`config.mk`:
```
export PLATFORM = sky130hd
export DESIGN_NAME = srfc_ctrl
export DESIGN_NICKNAME = d
export VERILOG_FILES = /design/src/common/srfc_pkg.sv /design/src/logic/srfc_ctrl.sv
export VERILOG_INCLUDE_DIRS = /design/src /design/src/common
export SDC_FILE = /design/constraint.sdc
export NUM_CORES = 1
export LEC_CHECK = 0
export ABC_CLOCK_PERIOD_IN_PS = 2500
export BUFFER_PORTS_ARGS = -buffer_cell sky130_fd_sc_hd__buf_2
export CORE_AREA = 2 2 95 97
export DETAILED_ROUTE_END_ITERATION = 10
export DIE_AREA = 0 0 97 99
export PLACE_DENSITY_LB_ADDON = 0.25
export SLEW_MARGIN = 40
export SYNTH_ARGS = -nofsm -noshare
export SYNTH_HDL_FRONTEND = slang
export SYNTH_SLANG_ARGS = --single-unit
```
`constraint.sdc`:
```
create_clock -name i_clk -period 2.5 [get_ports i_clk]
set_input_delay 0.125 -clock i_clk [delete_from_list [all_inputs] [get_ports i_clk]]
set_output_delay 0.125 -clock i_clk [all_outputs]
set_load 0.05 [all_outputs]
```
`src/common/srfc_params.svh`:
```
// Purpose: Constants for the self refresh control block
// Assumes: 25 MHz core clock
// Notes: Counts are derived from times in ns
`ifndef SRFC_PARAMS_SVH
`define SRFC_PARAMS_SVH
`define SRFC_CLK_NS 40
`define SRFC_REFI_NS 7800
`define SRFC_RFC_NS 350
// Longest interval rounds down, least busy time rounds up
`define SRFC_REFI_CYC (`SRFC_REFI_NS / `SRFC_CLK_NS)
`define SRFC_RFC_CYC ((`SRFC_RFC_NS + `SRFC_CLK_NS - 1) / `SRFC_CLK_NS)
`define SRFC_ADDR_CFG 4'h0
`define SRFC_ADDR_STATUS 4'h4
`define SRFC_ADDR_REFCNT 4'h8
`define SRFC_CFG_RST 6'h02
`define SRFC_RATE_2X 3'h1
`define SRFC_RATE_4X 3'h2
`define SRFC_RATE_OTF2 3'h5
`define SRFC_RATE_OTF4 3'h6
`endif

```
`src/common/srfc_pkg.sv`:
```
// Purpose: Types for the self refresh control block
// Assumes: Pins arrive unsynchronised
// Notes: Whole module state is one packed struct
package srfc_pkg;
  typedef struct packed {
    logic ck;
    logic cke;
    logic chip_select_low;
    logic activate_low;
    logic row_strobe_low;
    logic col_strobe_low;
    logic write_enable_low;
    logic bank_group0;
    logic termination_control;
    logic reset_low;
  } srfc_pins_s;

  typedef enum logic [1:0] {
    SRFC_IDLE = 2'h1,
    SRFC_SELF = 2'h2
  } srfc_mode_e;

  typedef struct packed {
    logic [2:0] rate_mode;
    logic abort_en;
    logic dll_on;
    logic vref_keep;
  } srfc_cfg_s;

  typedef struct packed {
    srfc_pins_s sync1;
    srfc_pins_s sync2;
    logic ck_d;
    logic cke_at_edge;
    srfc_mode_e mode;
    srfc_cfg_s cfg;
    logic [1:0] rate_cnt;
    logic owed;
    logic ref_busy;
    logic [7:0] rfc_tmr;
    logic [7:0] refi_tmr;
    logic [15:0] refcnt;
    logic [15:0] rdata;
    logic term_en;
    logic dll_en;
    logic dll_rst;
    logic clk_run;
  } srfc_state_s;
endpackage

```
`src/logic/srfc_ctrl.sv`:
```
// Purpose: Device-side self refresh entry, residency, exit and abort
// Assumes: Pins and link clock are sampled by i_clk through two flops
// Notes: Link clock must be well below half of i_clk
//
// Our own choices: the placing of the registers and the strobed register port.
`timescale 1ns/10ps
`include "srfc_params.svh"

module srfc_ctrl (
  input wire logic i_clk,
  input wire logic i_rst,
  input wire srfc_pkg::srfc_pins_s i_pins,
  input wire logic [3:0] i_addr,
  input wire logic [15:0] i_wdata,
  input wire logic i_wr,
  input wire logic i_rd,
  output logic [15:0] o_rdata,
  output logic o_in_self_refresh,
  output logic o_refresh_busy,
  output logic o_termination_en,
  output logic o_dll_enable,
  output logic o_dll_reset,
  output logic o_clk_run,
  output logic o_vref_gen_on,
  output logic o_catchup_owed
);
  srfc_pkg::srfc_state_s st;
  srfc_pkg::srfc_state_s next_st;
  srfc_pkg::srfc_pins_s p;
  logic rise;
  logic cmd_base;
  logic is_sre;
  logic is_ref;
  logic is_srx;
  logic mode_2x;
  logic mode_4x;
  logic ref_2x;
  logic ref_4x;
  logic cfg_wr;
  logic ref_start;
  logic [1:0] cnt_inc;

  assign p = st.sync2;
  assign rise = p.ck & ~st.ck_d;
  assign cmd_base = ~p.chip_select_low & p.activate_low & ~p.row_strobe_low & ~p.col_strobe_low;
  assign is_sre = rise & st.cke_at_edge & ~p.cke & cmd_base & p.write_enable_low;
  assign is_ref = rise & st.cke_at_edge & p.cke & cmd_base & p.write_enable_low;
  // exit is clock enable high with deselect
  assign is_srx = rise & p.cke & p.chip_select_low;
  assign mode_2x = (st.cfg.rate_mode == `SRFC_RATE_2X) | (st.cfg.rate_mode == `SRFC_RATE_OTF2);
  assign mode_4x = (st.cfg.rate_mode == `SRFC_RATE_4X) | (st.cfg.rate_mode == `SRFC_RATE_OTF4);
  assign ref_2x = (st.cfg.rate_mode == `SRFC_RATE_2X) | ((st.cfg.rate_mode == `SRFC_RATE_OTF2) & p.bank_group0);
  assign ref_4x = (st.cfg.rate_mode == `SRFC_RATE_4X) | ((st.cfg.rate_mode == `SRFC_RATE_OTF4) & p.bank_group0);
  assign cfg_wr = i_wr & (i_addr == `SRFC_ADDR_CFG);
  assign cnt_inc = st.rate_cnt + 2'h1;

  always_comb begin
    next_st = st;
    ref_start = 1'b0;
    next_st.sync1 = i_pins;
    next_st.sync2 = st.sync1;
    next_st.ck_d = st.sync2.ck;
    next_st.dll_rst = 1'b0;
    if (rise) begin
      next_st.cke_at_edge = p.cke;
    end
    if (st.ref_busy) begin
      if (st.rfc_tmr == 8'h01) begin
        next_st.ref_busy = 1'b0;
        next_st.refcnt = st.refcnt + 16'h0001;
      end else begin
        next_st.rfc_tmr = st.rfc_tmr - 8'h01;
      end
    end
    unique case (st.mode)
      srfc_pkg::SRFC_IDLE: begin
        next_st.term_en = p.termination_control;
        if (is_sre) begin
          next_st.mode = srfc_pkg::SRFC_SELF;
          next_st.owed = (mode_2x & st.rate_cnt[0]) | (mode_4x & (st.rate_cnt != 2'h0));
          ref_start = 1'b1;
          next_st.refi_tmr = 8'(`SRFC_REFI_CYC);
          next_st.term_en = 1'b0;
          next_st.dll_en = 1'b0;
          next_st.clk_run = 1'b0;
        end else if (is_ref) begin
          ref_start = 1'b1;
          if (ref_2x | ref_4x) begin
            next_st.rate_cnt = cnt_inc;
            if ((ref_2x & ~cnt_inc[0]) | (ref_4x & (cnt_inc == 2'h0))) begin
              next_st.owed = 1'b0;
            end
          end else begin
            next_st.rate_cnt = 2'h0;
            next_st.owed = 1'b0;
          end
        end
      end
      srfc_pkg::SRFC_SELF: begin
        if (st.refi_tmr == 8'h01) begin
          ref_start = 1'b1;
          next_st.refi_tmr = 8'(`SRFC_REFI_CYC);
        end else begin
          next_st.refi_tmr = st.refi_tmr - 8'h01;
        end
        if (is_srx) begin
          next_st.mode = srfc_pkg::SRFC_IDLE;
          next_st.rate_cnt = 2'h0;
          next_st.term_en = p.termination_control;
          next_st.dll_en = st.cfg.dll_on;
          next_st.dll_rst = st.cfg.dll_on;
          next_st.clk_run = 1'b1;
        end
      end
      default: begin
        next_st.mode = srfc_pkg::SRFC_IDLE;
      end
    endcase
    if (ref_start & ~next_st.ref_busy) begin
      next_st.ref_busy = 1'b1;
      next_st.rfc_tmr = 8'(`SRFC_RFC_CYC);
    end
    if ((st.mode == srfc_pkg::SRFC_SELF) & is_srx & st.cfg.abort_en) begin
      next_st.ref_busy = 1'b0;
      next_st.refcnt = st.refcnt;
    end
    // Device reset pin wins over everything above except the DLL reset pulse at exit and the refresh count increment
    if (~p.reset_low) begin
      next_st.mode = srfc_pkg::SRFC_IDLE;
      next_st.ref_busy = 1'b0;
      next_st.rate_cnt = 2'h0;
      next_st.owed = 1'b0;
      next_st.term_en = 1'b0;
      next_st.dll_en = st.cfg.dll_on;
      next_st.clk_run = 1'b1;
    end
    if (cfg_wr) begin
      next_st.cfg = i_wdata[5:0];
      next_st.rate_cnt = 2'h0;
    end
    next_st.rdata = 16'h0000;
    if (i_rd) begin
      unique case (i_addr)
        `SRFC_ADDR_CFG: next_st.rdata = {10'h000, st.cfg};
        `SRFC_ADDR_STATUS: next_st.rdata = {9'h000, st.term_en, st.dll_en, st.rate_cnt, st.owed,
                                            st.ref_busy, st.mode == srfc_pkg::SRFC_SELF};
        `SRFC_ADDR_REFCNT: next_st.rdata = st.refcnt;
        default: next_st.rdata = 16'h0000;
      endcase
    end
  end

  always_ff @(posedge i_clk or posedge i_rst) begin
    if (i_rst) begin
      st <= '0;
      st.mode <= srfc_pkg::SRFC_IDLE;
      st.cfg <= `SRFC_CFG_RST;
      st.dll_en <= 1'b1;
      st.clk_run <= 1'b1;
    end else begin
      st <= next_st;
    end
  end

  assign o_rdata = st.rdata;
  assign o_in_self_refresh = st.mode == srfc_pkg::SRFC_SELF;
  assign o_refresh_busy = st.ref_busy;
  assign o_termination_en = st.term_en;
  assign o_dll_enable = st.dll_en;
  assign o_dll_reset = st.dll_rst;
  assign o_clk_run = st.clk_run;
  // Generator stays up in residency only when software asks, trading power for write latency
  assign o_vref_gen_on = ~o_in_self_refresh | st.cfg.vref_keep;
  assign o_catchup_owed = st.owed;
endmodule

```
==> results.toml <==
[critical_path]
crit_required_ps = 2790
slowest_stage = "or4b_2"
critical-path-top-delay-family = "simple AND/OR/NAND/NOR gates"
path_class = "reg -> reg"
critical-path-max-stage-delay_ps = 690
critPathMaxFanout = 11
startpoint = "st[62]"
cp.arrival_ps = 2490
critPathCaptureType = "flop"
cp-start-kind = "flop"
cp_cell_sequence = "ha_1, nor2b_1, a31oi_2, or4b_2, a21oi_1"
rr_startpoint = "st[62]"
path_buf_inv = 0

[clock_network]
clock_sinks = 86
postCtsHoldBufs = 17
insertion_delay_ps = 360
clkTransAtPathRegs_ps = 90
cts-root-buf = "clkbuf_8"
cts_tree = "yes"
htree_num_levels = 3
cts_resized = 0
clockBufferDepth = 2
numCtsBuffers = 9
post_cts_buffers = 0

[power]
ir_worst_vdd_mv = 0.5085
power.leakage_uw = 0.002265
p_per_area_nw_per_um2 = 613.2

[timing]
hold_viol_final = 0
fin_skew_ps = 11.27
setup_tns_ps = 0
setup_viol = 0
fmax_mhz = 455.1
slew_headroom_pct = 56.06
whs_ps = 139.8
finalMaxSlewViolations = 0
tightestPinTransition_ps = 658.3
final.period_utilization_pct = 87.90
rsz0062_at_grt = "no"
fin_crit_ps = 2197

[die]
initial_core_util_pct = 47.51
die_x_um = 97
rows = 34
die_h_um = 99
core_area_um2 = 8551
die_area_um2 = 9603
ios = 58

[yosys]
synth_edf_count = 0
avgSynthCellArea_um2 = 10.61
yosysWarningCount = 0
synth_top_area_share_pct = 50.51
synth.top_cells.by_count = "dfrtp_1, nand2_1, nor2_1, inv_1, buf_4"
synth_area_leaders = "dfrtp_1, nand2_1, buf_4"
syn_area_um2 = 4063
yosysSeqAreaShare_pct = 53.10
synth_cells = 383
yosysUniqueCellTypes = 58
yosysMostFrequentCell = "dfrtp_1"
synth_area_leader_cell = "dfrtp_1"
syn-num-nets = 426
ys_ff_latch = 86
synth_async_sr_flop_share_pct = 100.0
synth_top_flop_cell = "dfrtp_1"

[cells_and_area]
fillCellCount = 756
layout-drive-gt1-share_pct = 21.41
layout.nets = 477
diodes = 0
area_growth_pct = 15.03

[routing]
num_vias = 2836
route.detailed.drc = 0
viasPerCell = 5.185
wirelength_um = 7438
drt_iter0_markers = 84
ant_nets = 0
wl_per_cell_um = 13.60
firstDrtPassIters = 4

[grt]
grt_pass1_wl_um = 12410
grt_max_degree = 49
grt_pass1_vias = 2642
antenna_found_initial = 0
grt-ovfl-total = 0
grt_use_total_pct = 16.18

[place]
dp_hpwl_um = 5298
place.gp.congestion = 0.7836
port_buffers = 47

[outcome]
status = "finished, final reports clean"

[worst_hold_path]
hold_class = "in -> reg"
hp-start = "i_rd"

[job]
cap_viol_max_count = 0
area by class of cell:
cell class	instances	area [um^2]	share of cell area (%)
multi-input combinational	251	1678	35.90
inverter	17	65.06	1.392
clock inverter	6	45.04	0.9639
timing repair buffer	69	455.4	9.746
tap	108	135.1	2.892
clock buffer	10	137.6	2.945
sequential	86	2157	46.16
layout by cell type, fill, tap and decap left out, types with 3 or more instances in the layout:
| cell | Yosys | layout |
|---|---|---|
| a21oi_1 | 12 | 12 |
| a31oi_1 | 4 | 3 |
| and2_1 | 14 | 14 |
| and3_1 | 6 | 6 |
| buf_2 | 1 | 47 |
| buf_4 | 16 | 4 |
| clkbuf_8 | 0 | 10 |
| clkinvlp_4 | 0 | 3 |
| dfrtp_1 | 82 | 82 |
| dfstp_2 | 4 | 4 |
| dlygate4sd3_1 | 0 | 17 |
| ha_1 | 9 | 9 |
| inv_1 | 17 | 16 |
| mux2_2 | 4 | 4 |
| mux2i_1 | 8 | 8 |
| nand2_1 | 39 | 39 |
| nand2b_1 | 8 | 8 |
| nand3_1 | 14 | 14 |
| nand4_1 | 4 | 4 |
| nor2_1 | 23 | 23 |
| nor2b_1 | 5 | 5 |
| nor3_1 | 8 | 8 |
| nor4_1 | 4 | 4 |
| o211ai_1 | 3 | 3 |
| o21ai_0 | 11 | 11 |
| o22ai_1 | 3 | 3 |
| o31a_1 | 5 | 5 |
| or3_1 | 6 | 6 |
| or3b_2 | 6 | 6 |
| or4_1 | 3 | 3 |
| or4_4 | 3 | 3 |
| xnor2_1 | 7 | 7 |
| xor2_1 | 11 | 11 |
report_power, final:
part	total, uW	internal, uW	leakage (uW)	switching, uW
clock	894	393	0.0000853	501
combinational	398	186	0.00106	212
sequential	1570	1480	0.00112	92.8
tightest hold or removal path, stage by stage:
cell     delay, ps
buf_2          110
nand2_1        160
nor2_1          70
registers in the layout, summed over array words and instances (netlist names):
signal,cells
st,44
o_clk_run,1
p,9
o_catchup_owed,1
next_st,11
o_rdata,16
o_refresh_busy,1
o_dll_reset,1
o_dll_enable,1
o_termination_en,1
metrics by stage:
stage | util, % | std cells | setup WS, ps | power, uW | area [um^2]
floorplan | - | 383 | 90.78 | 1880 | 4063
CTS | 54.58 | 547 | 242.3 | 2901 | 4667
finish | 54.65 | 547 | 302.6 | 2865 | 4673
global placement | 50.45 | 514 | 333.8 | 1968 | 4314
global route | 54.65 | 547 | 172.9 | 3024 | 4673
detailed placement | 50.45 | 514 | 272.2 | 1980 | 4314
routing by layer:
layer	share of wire, %	GRT usage (%)	wire, um	vias up
met3	4.0	3.972	294	8
met1	47	20.68	3487	1352
met2	48	26.66	3578	55
met5	0	0	0	-
met4	1.0	6.501	78	0
li1	-	-	-	1421
final timing paths:
| kind | to | slack [ps] | depth (start not counted) |
|---|---|---|---|
| hold reg to reg | p[4] | 350 | 0 |
| hold / removal | o_rdata[6] | 140 | 3 |
| setup reg to reg | st[41] | 300 | 5 |
| max in group asynchronous | st[57] | 1420 | 4 |
| min in group asynchronous | next_st[67] | 380 | 3 |
| setup / recovery | st[41] | 300 | 5 |
cell families after synthesis:
family                   count (synthesis)  share of synthesized area (%)
XOR/XNOR                                18                          3.880
buffers and inverters                   46                          5.759
flip-flops                              86                          53.10
adder cells (fa/ha/maj)                  9                          2.772
AO/OA/AOI/OAI                           54                          9.240
multiplexers                            12                          3.080
AND/OR/NAND/NOR                        158                          22.17
No activity file was read; power rests on OpenSTA's default activity.
